### config.mk
export PLATFORM = sky130hd
export DESIGN_NAME = sfw_top
export DESIGN_NICKNAME = d
export VERILOG_FILES = /design/src/logic/sfw_pkg.sv /design/src/logic/sfw_sync.sv /design/src/logic/sfw_top.sv
export SDC_FILE = /design/constraint.sdc
export NUM_CORES = 2
export LEC_CHECK = 0
export BUFFER_PORTS_ARGS = -buffer_cell sky130_fd_sc_hd__buf_4
export CAP_MARGIN = 20
export CORE_UTILIZATION = 34
export CTS_CLUSTER_DIAMETER = 200
export DETAILED_ROUTE_END_ITERATION = 12
export GPL_TIMING_DRIVEN = 0
export PLACE_DENSITY_LB_ADDON = 0.2
export SLEW_MARGIN = 20
export SYNTH_ARGS = -nofsm -noshare
export SYNTH_HDL_FRONTEND = slang
export SYNTH_SLANG_ARGS = --single-unit
### constraint.sdc
create_clock -name clk -period 9.3 [get_ports clk]
set_input_delay 2.325 -clock clk [delete_from_list [all_inputs] [get_ports clk]]
set_output_delay 2.325 -clock clk [all_outputs]
set_load 0.005 [all_outputs]
### src/logic/sfw_pkg.sv
package sfw_pkg;

	// ------------------------------------------------------------
	// timing
	// ------------------------------------------------------------
	localparam int CLK_NS       = 50;
	localparam int WR_DELAY_US  = 10;
	localparam int PROG_US      = 20;
	localparam int ERASE_US     = 40;
	localparam int STWR_US      = 10;
	// least times, so round up to whole cycles
	localparam int WR_DELAY_CYC = (WR_DELAY_US * 1000 + CLK_NS - 1) / CLK_NS;
	localparam int PROG_CYC     = (PROG_US * 1000 + CLK_NS - 1) / CLK_NS;
	localparam int ERASE_CYC    = (ERASE_US * 1000 + CLK_NS - 1) / CLK_NS;
	localparam int STWR_CYC     = (STWR_US * 1000 + CLK_NS - 1) / CLK_NS;

	// ------------------------------------------------------------
	// instruction codes
	// ------------------------------------------------------------
	localparam logic [7:0] OP_WREN  = 8'h06;
	localparam logic [7:0] OP_WRDI  = 8'h04;
	localparam logic [7:0] OP_RDSR1 = 8'h05;
	localparam logic [7:0] OP_RDSR2 = 8'h35;
	localparam logic [7:0] OP_RDSR3 = 8'h15;
	localparam logic [7:0] OP_WRSR1 = 8'h01;
	localparam logic [7:0] OP_WRSR2 = 8'h31;
	localparam logic [7:0] OP_WRSR3 = 8'h11;
	localparam logic [7:0] OP_PP    = 8'h02;
	localparam logic [7:0] OP_SE    = 8'h20;
	localparam logic [7:0] OP_BE    = 8'hd8;
	localparam logic [7:0] OP_CE    = 8'hc7;
	localparam logic [7:0] OP_PD    = 8'hb9;
	localparam logic [7:0] OP_RPD   = 8'hab;
	localparam logic [7:0] OP_UNLK  = 8'h39;
	localparam logic [7:0] OP_PFX1  = 8'haa;
	localparam logic [7:0] OP_PFX2  = 8'h55;

	// ------------------------------------------------------------
	// frame layout
	// ------------------------------------------------------------
	localparam logic [3:0] LEN_ADDR = 4'h5;
	localparam logic [3:0] LEN_PROG = 4'h6;
	localparam logic [3:0] LEN_STWR = 4'h2;
	localparam logic [3:0] LEN_STW2 = 4'h3;

	// ------------------------------------------------------------
	// status field positions
	// ------------------------------------------------------------
	localparam int POS_BUSY   = 0;
	localparam int POS_LATCH  = 1;
	localparam int POS_BLKPR  = 2;
	localparam int POS_TOPBOT = 6;
	localparam int POS_STPROT = 7;
	localparam int POS_STLOCK = 0;
	localparam int POS_QUAD   = 1;
	localparam int POS_COMPL  = 6;
	localparam int POS_SCHEME = 2;

	// ------------------------------------------------------------
	// reset values
	// ------------------------------------------------------------
	localparam logic [3:0] BLKPR_RST  = 4'h0;
	localparam logic       TOPBOT_RST = 1'b0;
	localparam logic       COMPL_RST  = 1'b0;
	localparam logic       STPROT_RST = 1'b0;
	localparam logic       STLOCK_RST = 1'b0;
	localparam logic       QUAD_RST   = 1'b0;
	localparam logic       SCHEME_RST = 1'b0;

	// ------------------------------------------------------------
	// array geometry
	// ------------------------------------------------------------
	localparam int NUM_LOCKS = 542;
	localparam logic [8:0] BLK_TOP  = 9'h1ff;
	localparam logic [9:0] BLK_ALL  = 10'h200;
	localparam logic [9:0] MID_BASE = 10'h01f;

endpackage

### src/logic/sfw_sync.sv
`timescale 1ns/100ps
module sfw_sync #(
	parameter int             W    = 4,
	parameter logic [W-1:0]   INIT = '0
)(
	// clock and reset
	input  wire logic         clk,
	input  wire logic         rst_n,
	// raw and synchronised levels
	input  wire logic [W-1:0] d,
	output logic      [W-1:0] q
);

	logic [W-1:0] meta_reg;

	always_ff @(posedge clk) begin
		if (!rst_n) begin
			meta_reg <= INIT;
			q        <= INIT;
		end else begin
			meta_reg <= d;
			q        <= meta_reg;
		end
	end

endmodule

### src/logic/sfw_top.sv
`timescale 1ns/100ps
// ------------------------------------------------------------
// write protection and status logic
// ------------------------------------------------------------
module sfw_top #(
	parameter int WR_DELAY_CYC = sfw_pkg::WR_DELAY_CYC,
	parameter int PROG_CYC     = sfw_pkg::PROG_CYC,
	parameter int ERASE_CYC    = sfw_pkg::ERASE_CYC,
	parameter int STWR_CYC     = sfw_pkg::STWR_CYC
)(
	// clock and reset
	input  wire logic        clk,
	input  wire logic        rst_n,
	// serial link
	input  wire logic        spi_sclk,
	input  wire logic        spi_cs_n,
	input  wire logic        spi_mosi,
	output logic             spi_miso,
	output logic             spi_miso_oe,
	// write protect pin
	input  wire logic        wp_n,
	// array operation request
	output logic             array_go,
	output logic [7:0]       array_op,
	output logic [24:0]      array_addr,
	// status view
	output logic [7:0]       status_byte_one,
	output logic [7:0]       status_byte_two
);

	typedef enum logic [1:0] {ST_IDLE, ST_BUSY, ST_PDOWN} sfw_state_t;

	// ------------------------------------------------------------
	// functions
	// ------------------------------------------------------------
	function automatic logic range_prot(
		input logic [3:0] bp,
		input logic       tb,
		input logic       cmp,
		input logic [8:0] blk
	);
		logic [9:0] n;
		logic       hit;
		n   = 10'h000;
		hit = 1'b0;
		if (bp >= 4'ha)
			n = sfw_pkg::BLK_ALL;
		else if (bp != 4'h0)
			n = 10'(10'h001 << (bp - 4'h1));
		if (tb)
			hit = {1'b0, blk} < n;
		else
			hit = {1'b0, blk} >= (sfw_pkg::BLK_ALL - n);
		return hit ^ cmp;
	endfunction

	function automatic logic [9:0] lock_idx(input logic [24:0] a);
		// end blocks lock per sector, middle blocks per block
		if (a[24:16] == 9'h000)
			return {6'h00, a[15:12]};
		else if (a[24:16] == sfw_pkg::BLK_TOP)
			return {6'h01, a[15:12]};
		else
			return 10'(sfw_pkg::MID_BASE + {1'b0, a[24:16]});
	endfunction

	// ------------------------------------------------------------
	// pin sampling
	// ------------------------------------------------------------
	logic [3:0] pin_s;
	logic       sclk_q_reg;
	logic       cs_q_reg;

	sfw_sync #(.W(4), .INIT(4'ha)) u_sync (
		.clk  (clk),
		.rst_n(rst_n),
		.d    ({wp_n, spi_mosi, spi_cs_n, spi_sclk}),
		.q    (pin_s)
	);

	wire sclk_s = pin_s[0];
	wire cs_s   = pin_s[1];
	wire mosi_s = pin_s[2];
	wire wp_s   = pin_s[3];

	always_ff @(posedge clk) begin
		if (!rst_n) begin
			sclk_q_reg <= 1'b0;
			cs_q_reg   <= 1'b1;
		end else begin
			sclk_q_reg <= sclk_s;
			cs_q_reg   <= cs_s;
		end
	end

	wire sclk_rise = sclk_s & ~sclk_q_reg & ~cs_s;
	wire sclk_fall = ~sclk_s & sclk_q_reg & ~cs_s;
	wire cs_fall   = ~cs_s & cs_q_reg;
	wire cs_rise   = cs_s & ~cs_q_reg;

	// ------------------------------------------------------------
	// frame capture
	// ------------------------------------------------------------
	logic [2:0]  bit_cnt_reg;
	logic [3:0]  byte_cnt_reg;
	logic [7:0]  sh_reg;
	logic [7:0]  op_reg;
	logic [7:0]  dat1_reg;
	logic [7:0]  dat2_reg;
	logic [31:0] addr_reg;

	wire [7:0] sh_next   = {sh_reg[6:0], mosi_s};
	wire       byte_done = sclk_rise & (bit_cnt_reg == 3'h7);

	always_ff @(posedge clk) begin
		if (!rst_n || cs_fall) begin
			bit_cnt_reg  <= 3'h0;
			byte_cnt_reg <= 4'h0;
		end else if (sclk_rise) begin
			bit_cnt_reg <= bit_cnt_reg + 3'h1;
			if (byte_done && byte_cnt_reg != 4'hf)
				byte_cnt_reg <= byte_cnt_reg + 4'h1;
		end
	end

	always_ff @(posedge clk) begin
		if (!rst_n) begin
			sh_reg   <= 8'h00;
			op_reg   <= 8'h00;
			dat1_reg <= 8'h00;
			dat2_reg <= 8'h00;
			addr_reg <= 32'h0000_0000;
		end else if (sclk_rise) begin
			sh_reg <= sh_next;
			if (byte_done && byte_cnt_reg == 4'h0)
				op_reg <= sh_next;
			if (byte_done && byte_cnt_reg == 4'h1)
				dat1_reg <= sh_next;
			if (byte_done && byte_cnt_reg == 4'h2)
				dat2_reg <= sh_next;
			if (byte_done && byte_cnt_reg != 4'h0
					&& byte_cnt_reg < sfw_pkg::LEN_ADDR)
				addr_reg <= {addr_reg[23:0], sh_next};
		end
	end

	// ------------------------------------------------------------
	// state and status bits
	// ------------------------------------------------------------
	sfw_state_t state_reg;
	sfw_state_t state_next;
	logic [15:0] busy_cnt_reg;
	logic [15:0] delay_cnt_reg;
	logic [1:0]  arm_reg;
	logic        otp_reg;
	logic        write_enable_latch_reg;
	logic [3:0]  block_protect_bits_reg;
	logic        top_bottom_select_reg;
	logic        complement_protect_reg;
	logic        status_protect_bit_reg;
	logic        status_lock_bit_reg;
	logic        quad_enable_bit_reg;
	logic        protect_scheme_select_reg;
	logic [sfw_pkg::NUM_LOCKS-1:0] lock_reg;

	wire in_busy  = state_reg == ST_BUSY;
	wire in_pd    = state_reg == ST_PDOWN;
	wire wr_ready = delay_cnt_reg == 16'h0000;
	wire frame_ok = cs_rise & (bit_cnt_reg == 3'h0)
		& (byte_cnt_reg != 4'h0);
	wire can_cmd  = frame_ok & ~in_busy & ~in_pd;
	wire can_wr   = can_cmd & wr_ready;
	wire n_one    = byte_cnt_reg == 4'h1;

	wire op_stwr = (op_reg == sfw_pkg::OP_WRSR1)
		| (op_reg == sfw_pkg::OP_WRSR2) | (op_reg == sfw_pkg::OP_WRSR3);
	wire op_pe = (op_reg == sfw_pkg::OP_SE) | (op_reg == sfw_pkg::OP_BE);
	wire op_ce = op_reg == sfw_pkg::OP_CE;

	// pin is a data line in quad operation
	wire wp_low = ~wp_s & ~quad_enable_bit_reg;
	wire st_open = ~status_lock_bit_reg & ~otp_reg
		& ~(status_protect_bit_reg & wp_low);

	wire try_stwr = can_wr & op_stwr & (byte_cnt_reg >= sfw_pkg::LEN_STWR);
	wire is_stwr  = try_stwr & write_enable_latch_reg & st_open;
	wire is_wren  = can_wr & (op_reg == sfw_pkg::OP_WREN) & n_one;
	wire is_wrdi  = can_cmd & (op_reg == sfw_pkg::OP_WRDI) & n_one;
	wire is_pd    = can_cmd & (op_reg == sfw_pkg::OP_PD) & n_one;
	wire is_rpd   = frame_ok & in_pd & (op_reg == sfw_pkg::OP_RPD);
	wire is_unlk  = can_cmd & (op_reg == sfw_pkg::OP_UNLK)
		& (byte_cnt_reg == sfw_pkg::LEN_ADDR);
	wire try_arr  = can_wr & write_enable_latch_reg & (
		((op_reg == sfw_pkg::OP_PP) & (byte_cnt_reg >= sfw_pkg::LEN_PROG))
		| (op_pe & (byte_cnt_reg == sfw_pkg::LEN_ADDR)) | (op_ce & n_one));

	wire [8:0] tgt_blk = addr_reg[24:16];
	wire prot_rng = op_ce
		? range_prot(block_protect_bits_reg, top_bottom_select_reg,
			complement_protect_reg, 9'h000)
			| range_prot(block_protect_bits_reg, top_bottom_select_reg,
			complement_protect_reg, sfw_pkg::BLK_TOP)
		: range_prot(block_protect_bits_reg, top_bottom_select_reg,
			complement_protect_reg, tgt_blk);
	wire prot_lk = op_ce ? |lock_reg
		: lock_reg[lock_idx(addr_reg[24:0])];
	wire tgt_prot = protect_scheme_select_reg ? prot_lk : prot_rng;
	wire arr_ok   = try_arr & ~tgt_prot;
	wire op_done  = in_busy & (busy_cnt_reg == 16'h0000);

	wire [15:0] busy_len = !arr_ok ? 16'(STWR_CYC - 1)
		: (op_reg == sfw_pkg::OP_PP) ? 16'(PROG_CYC - 1)
		: 16'(ERASE_CYC - 1);

	wire wr_one = is_stwr & (op_reg == sfw_pkg::OP_WRSR1);
	wire wr_two = is_stwr & ((op_reg == sfw_pkg::OP_WRSR2)
		| ((op_reg == sfw_pkg::OP_WRSR1)
		& (byte_cnt_reg >= sfw_pkg::LEN_STW2)));
	wire wr_thr = is_stwr & (op_reg == sfw_pkg::OP_WRSR3);
	wire [7:0] two_val = (op_reg == sfw_pkg::OP_WRSR2) ? dat1_reg : dat2_reg;

	always_comb begin
		state_next = state_reg;
		case (state_reg)
			ST_IDLE: begin
				if (arr_ok || is_stwr)
					state_next = ST_BUSY;
				else if (is_pd)
					state_next = ST_PDOWN;
			end
			ST_BUSY: begin
				if (op_done)
					state_next = ST_IDLE;
			end
			ST_PDOWN: begin
				if (is_rpd)
					state_next = ST_IDLE;
			end
			default: state_next = ST_IDLE;
		endcase
	end

	always_ff @(posedge clk) begin
		if (!rst_n) begin
			state_reg     <= ST_IDLE;
			busy_cnt_reg  <= 16'h0000;
			delay_cnt_reg <= 16'(WR_DELAY_CYC);
		end else begin
			state_reg <= state_next;
			if (arr_ok || is_stwr)
				busy_cnt_reg <= busy_len;
			else if (in_busy && !op_done)
				busy_cnt_reg <= busy_cnt_reg - 16'h0001;
			if (!wr_ready)
				delay_cnt_reg <= delay_cnt_reg - 16'h0001;
		end
	end

	always_ff @(posedge clk) begin
		if (!rst_n)
			write_enable_latch_reg <= 1'b0;
		else if (is_wren)
			write_enable_latch_reg <= 1'b1;
		else if (is_wrdi || op_done)
			write_enable_latch_reg <= 1'b0;
	end

	always_ff @(posedge clk) begin
		if (!rst_n)
			arm_reg <= 2'h0;
		else if (can_cmd && op_reg == sfw_pkg::OP_PFX1)
			arm_reg <= 2'h1;
		else if (can_cmd && op_reg == sfw_pkg::OP_PFX2 && arm_reg == 2'h1)
			arm_reg <= 2'h2;
		else if (can_cmd && op_reg != sfw_pkg::OP_WREN)
			arm_reg <= 2'h0;
	end

	always_ff @(posedge clk) begin
		if (!rst_n) begin
			block_protect_bits_reg    <= sfw_pkg::BLKPR_RST;
			top_bottom_select_reg     <= sfw_pkg::TOPBOT_RST;
			complement_protect_reg    <= sfw_pkg::COMPL_RST;
			status_protect_bit_reg    <= sfw_pkg::STPROT_RST;
			status_lock_bit_reg       <= sfw_pkg::STLOCK_RST;
			quad_enable_bit_reg       <= sfw_pkg::QUAD_RST;
			protect_scheme_select_reg <= sfw_pkg::SCHEME_RST;
			otp_reg                   <= 1'b0;
		end else begin
			if (wr_one) begin
				block_protect_bits_reg <= dat1_reg[sfw_pkg::POS_BLKPR +: 4];
				top_bottom_select_reg  <= dat1_reg[sfw_pkg::POS_TOPBOT];
				status_protect_bit_reg <= dat1_reg[sfw_pkg::POS_STPROT];
			end
			if (wr_two) begin
				complement_protect_reg <= two_val[sfw_pkg::POS_COMPL];
				quad_enable_bit_reg    <= two_val[sfw_pkg::POS_QUAD];
				status_lock_bit_reg    <= two_val[sfw_pkg::POS_STLOCK];
				if (arm_reg == 2'h2 && two_val[sfw_pkg::POS_STLOCK])
					otp_reg <= 1'b1;
			end
			if (wr_thr)
				protect_scheme_select_reg <= dat1_reg[sfw_pkg::POS_SCHEME];
		end
	end

	always_ff @(posedge clk) begin
		if (!rst_n)
			lock_reg <= '1;
		else if (is_unlk)
			lock_reg[lock_idx(addr_reg[24:0])] <= 1'b0;
	end

	// ------------------------------------------------------------
	// status read and outputs
	// ------------------------------------------------------------
	logic [7:0] sr1;
	logic [7:0] sr2;
	logic [7:0] sr3;
	logic [7:0] out_sh_reg;

	always_comb begin
		sr1 = 8'h00;
		sr2 = 8'h00;
		sr3 = 8'h00;
		sr1[sfw_pkg::POS_BUSY]      = in_busy;
		sr1[sfw_pkg::POS_LATCH]     = write_enable_latch_reg;
		sr1[sfw_pkg::POS_BLKPR +: 4] = block_protect_bits_reg;
		sr1[sfw_pkg::POS_TOPBOT]    = top_bottom_select_reg;
		sr1[sfw_pkg::POS_STPROT]    = status_protect_bit_reg;
		sr2[sfw_pkg::POS_STLOCK]    = status_lock_bit_reg;
		sr2[sfw_pkg::POS_QUAD]      = quad_enable_bit_reg;
		sr2[sfw_pkg::POS_COMPL]     = complement_protect_reg;
		sr3[sfw_pkg::POS_SCHEME]    = protect_scheme_select_reg;
	end

	wire rd_op = (op_reg == sfw_pkg::OP_RDSR1)
		| (op_reg == sfw_pkg::OP_RDSR2) | (op_reg == sfw_pkg::OP_RDSR3);
	// reads stay open while busy so the host can poll
	wire rd_active = ~cs_s & (byte_cnt_reg != 4'h0) & rd_op & ~in_pd;
	wire [7:0] rd_sel = (op_reg == sfw_pkg::OP_RDSR2) ? sr2
		: (op_reg == sfw_pkg::OP_RDSR3) ? sr3 : sr1;

	assign spi_miso_oe = rd_active;

	always_ff @(posedge clk) begin
		if (!rst_n) begin
			spi_miso   <= 1'b0;
			out_sh_reg <= 8'h00;
		end else if (sclk_fall && rd_active) begin
			if (bit_cnt_reg == 3'h0) begin
				spi_miso   <= rd_sel[7];
				out_sh_reg <= {rd_sel[6:0], 1'b0};
			end else begin
				spi_miso   <= out_sh_reg[7];
				out_sh_reg <= {out_sh_reg[6:0], 1'b0};
			end
		end
	end

	always_ff @(posedge clk) begin
		if (!rst_n) begin
			array_go        <= 1'b0;
			array_op        <= 8'h00;
			array_addr      <= 25'h0;
			status_byte_one <= 8'h00;
			status_byte_two <= 8'h00;
		end else begin
			array_go        <= arr_ok;
			status_byte_one <= sr1;
			status_byte_two <= sr2;
			if (arr_ok) begin
				array_op   <= op_reg;
				array_addr <= addr_reg[24:0];
			end
		end
	end
endmodule

==> results.tsv <==
stage	metric	value	unit
critical_path	Critical Path Sink	array_addr[23]$_SDFFE_PN0N_	
clock_network	clk buf depth	3	
yosys	Yosys cell types	78	
floorplanning	Ports	58	
critical_path	startpoint types	flop	
clock_network	H-tree levels	3	
yosys	simple-gate share of the synthesized area	20.3	%
job	max cap viols	0	
outcome	failing checks	DRC	
place	input/output buffers	51	
hold_path	Min-Delay Path Class	reg -> reg	
yosys	Mean Syn Cell Area	8.67	um^2
final_layout	filler cell count	9065	
clock_network	Post-CTS Setup Bufs	0	
final_layout	Finished Layout Cells	4891	
power_and_ir_drop	Leak Pwr	11.9	nW
sta	Setup Total Neg Slack	0	ns
final_layout	Synth-to-Final Area Change	15.3	%
sta	crit path time final	7.55	ns
sta	Final setup viols	0	
global_routing	first-pass GRT wire length	188	mm
yosys	number of synthesized flops with an enable pin	0	
global_routing	largest net degree at the start of global routing	14	
sta	max_slew headroom	10.0	%
critical_path	maximum fanout along the worst path	11	
clock_network	post_cts resized	0	
drt	DRC viols	4	
drt	router iterations before antenna repair	12	
final_layout	most common cell after layout, fill and taps aside	nand2_1	
yosys	sequential fraction of the synthesis area	46.6	%
global_routing	GR Overflow Total	0	
drt	Starting DRT DRC Count	3885	
place	Post-DP HPWL	90.2	mm
yosys	Most used DFF post-synth	dfxtp_1	
power_and_ir_drop	clock network power share	51.2	%
critical_path	Critical Path Sink Type	flop	
sta	max-slew violations	0	
yosys	number of synthesized register bits	711	
power_and_ir_drop	Psw	0.00145	W
yosys	mux contribution to synthesized area	11.1	%
critical_path	crit path from	addr_reg[16]$_SDFFE_PN0P_	
clock_network	clock sinks	711	
yosys	Synth Warn #	0	
sta	Period Utilization, post-route	81.2	%
final_layout	layout cells sized above 1	10.0	%
final_layout	Nets	3699	
yosys	post-synthesis compound-gate area fraction	15.6	%
power_and_ir_drop	switching share of power	22.4	%
critical_path	FF-to-FF Start	addr_reg[16]$_SDFFE_PN0P_	
floorplanning	die width	302	um
floorplanning	die height	302	um
clock_network	CTS tree	built	
outcome	status	finished with violations	
yosys	largest family of logic cells by synthesized area	simple AND/OR/NAND/NOR gates	
critical_path	R2R Setup Slk	1.75	ns
power_and_ir_drop	Cell Pwr Density	183	mW/mm^2
yosys	area leader, netlist	dfxtp_1	
global_routing	vias in the first global route	26800	
drt	Vias	28700	
global_routing	initial antenna violation count	8	
floorplanning	Core Area	0.0886	mm^2
power_and_ir_drop	peak supply drop	0.152	mV
power_and_ir_drop	Int Power	0.00501	W
clock_network	Worst-Skew Late Latency	0.67	ns
clock_network	CTS Hold Buffers Added	0	
floorplanning	die area	0.0910	mm^2
critical_path	Crit Path Class	reg -> reg	
place	DP Cell Count	4749	
critical_path	Reg2Reg Depth	17	
drt	Post-Route WL	131	mm
power_and_ir_drop	Comb pwr share	1.5	%
yosys	Synth Instances	3524	
yosys	xor-xnor portion of the synthesized cell area	0.832	%
yosys	asr flop ratio synth	0	%
floorplanning	initial core utilization	34.5	%
global_routing	Global Route Usage Sum	28.3	%
clock_network	clock-pin slew on the worst setup and hold paths	0.06	ns
critical_path	Worst Path Required	9.88	ns
final_layout	commonest non-fill, non-tap cells in the layout	nand2_1, dfxtp_1, o21ai_0	
critical_path	r2r endpoint	array_addr[23]$_SDFFE_PN0N_	
final_layout	max FFs per register	542	
sta	RSZ-0062 raised after global routing	no	
drt	post-detailed-route count of antenna-violating nets	0	
yosys	top post-synthesis cells by area	dfxtp_1, nand2_1, o21ai_0, mux4_2, mux2i_1	
critical_path	CP Data Arrival Time	8.13	ns
yosys	mapped cell area	0.0305	mm^2
yosys	post-synthesis adder-cell area fraction	1.07	%
clock_network	Num CTS Buffers	81	
sta	fmax	132	MHz
yosys	Synth top area share	46.6	%
power_and_ir_drop	sequential power share	47.3	%
drt	routed wire length per instance	26.8	um
hold_path	Hold Crit Depth	1	
sta	Setup Skew	0.0400	ns
sta	Worst-Margin Slew	1.35	ns
floorplanning	row count	109	
clock_network	clk root buf	clkbuf_16	
place	Final GP Congestion	0.959	
drt	Vias/cell	5.87	
sta	final hold vios	0	
worst min path at each step:
stage,slack [ns],endpoint,startpoint
after floorplan,0.39,u_sync.q[1]$_SDFF_PN1_,u_sync.meta_reg[1]$_SDFF_PN1_
after detailed placement,0.41,u_sync.q[3]$_SDFF_PN1_,u_sync.meta_reg[3]$_SDFF_PN1_
after global routing,0.44,u_sync.q[1]$_SDFF_PN1_,u_sync.meta_reg[1]$_SDFF_PN1_
after CTS,0.41,u_sync.q[1]$_SDFF_PN1_,u_sync.meta_reg[1]$_SDFF_PN1_
after global placement,0.39,u_sync.q[3]$_SDFF_PN1_,u_sync.meta_reg[3]$_SDFF_PN1_
final,0.41,u_sync.q[1]$_SDFF_PN1_,u_sync.meta_reg[1]$_SDFF_PN1_
through the flow:
| stage | hold WS (ns) | worst slack [ns] | util (%) | instance area [um^2] | total power (W) |
|---|---|---|---|---|---|
| after floorplan | 0.386 | 4.70 | - | 30600 | 0.00318 |
| after global placement | 0.393 | 1.88 | 36.5 | 32400 | 0.00322 |
| after detailed placement | 0.407 | 1.96 | 36.7 | 32500 | 0.00322 |
| after CTS | 0.413 | 1.87 | 39.7 | 35200 | 0.00649 |
| after global routing | 0.439 | 1.61 | 39.7 | 35200 | 0.00662 |
| final | 0.412 | 1.75 | 39.7 | 35200 | 0.00646 |
cells in the mapped netlist (10+ instances only):
| library cell | n |
|---|---|
| a31oi_1 | 32 |
| dfxtp_1 | 711 |
| mux2i_1 | 102 |
| and3_1 | 15 |
| a21oi_1 | 94 |
| a211oi_1 | 31 |
| nor2b_1 | 12 |
| nor2_1 | 116 |
| nand4_1 | 41 |
| buf_1 | 12 |
| inv_1 | 37 |
| xnor2_1 | 19 |
| o21ai_0 | 559 |
| xor2_1 | 10 |
| or3_1 | 14 |
| nand2_1 | 897 |
| clkbuf_1 | 207 |
| nand2b_1 | 18 |
| buf_4 | 11 |
| nor4_1 | 154 |
| mux4_2 | 101 |
| and2_1 | 31 |
| buf_6 | 11 |
| nor3_1 | 33 |
| a41oi_1 | 10 |
| nand3_1 | 34 |
| ha_1 | 26 |
| a22oi_1 | 30 |
| buf_2 | 22 |
critical path, cell delays in order, from the launching register on:
cell	delay, ns
dfxtp_1	0.54
clkinv_1	0.61
ha_1	0.53
nor4b_4	0.19
a22oi_2	0.34
mux2i_2	0.94
buf_2	0.53
buf_2	0.64
buf_2	0.52
mux4_2	0.39
a22oi_1	0.22
a41oi_1	0.21
o41ai_2	0.67
nand3_1	0.27
o21ai_2	0.27
buf_6	0.20
buf_12	0.16
mux2i_1	0.20
logic make-up after synthesis:
logic type                 Yosys count
and+or+nand+nor                   1396
DFF                                711
buffers and inverters              307
adders and majority gates           26
xor gates and xnor gates            29
AOI/OAI and AO/OA                  844
muxes                              210
other                                1
metal layers:
metal,track usage [%],vias up,share of wire [%]
met5,0,-,0.059
met4,16.8,12,6.8
met2,42.6,1567,43
met1,36.7,13900,40
met3,6.71,445,10
li1,-,12800,-
area by class of cell:
| class | count | area, um^2 | area share [%] |
|---|---|---|---|
| timing repair buffer | 56 | 433 | 1.23 |
| buffer | 268 | 1250 | 3.54 |
| antenna | 1 | 2.50 | 0.00711 |
| sequential | 711 | 14200 | 40.4 |
| clock buffer | 115 | 2370 | 6.73 |
| inverter | 39 | 146 | 0.416 |
| tap | 1165 | 1460 | 4.14 |
| multi-input combinational | 2510 | 15000 | 42.6 |
| clock inverter | 26 | 344 | 0.977 |
power groups by stage:
stage	clock (W)	sequential [W]	combinational (W)
after global placement	0	0.00312	0.0000939
final	0.00331	0.00306	0.0000946
after detailed placement	0	0.00312	0.0000935
after floorplan	0	0.00312	0.0000585
after CTS	0.00334	0.00306	0.0000936
after global routing	0.00347	0.00306	0.000102
Note: power is estimated with default switching activity, not from simulation.
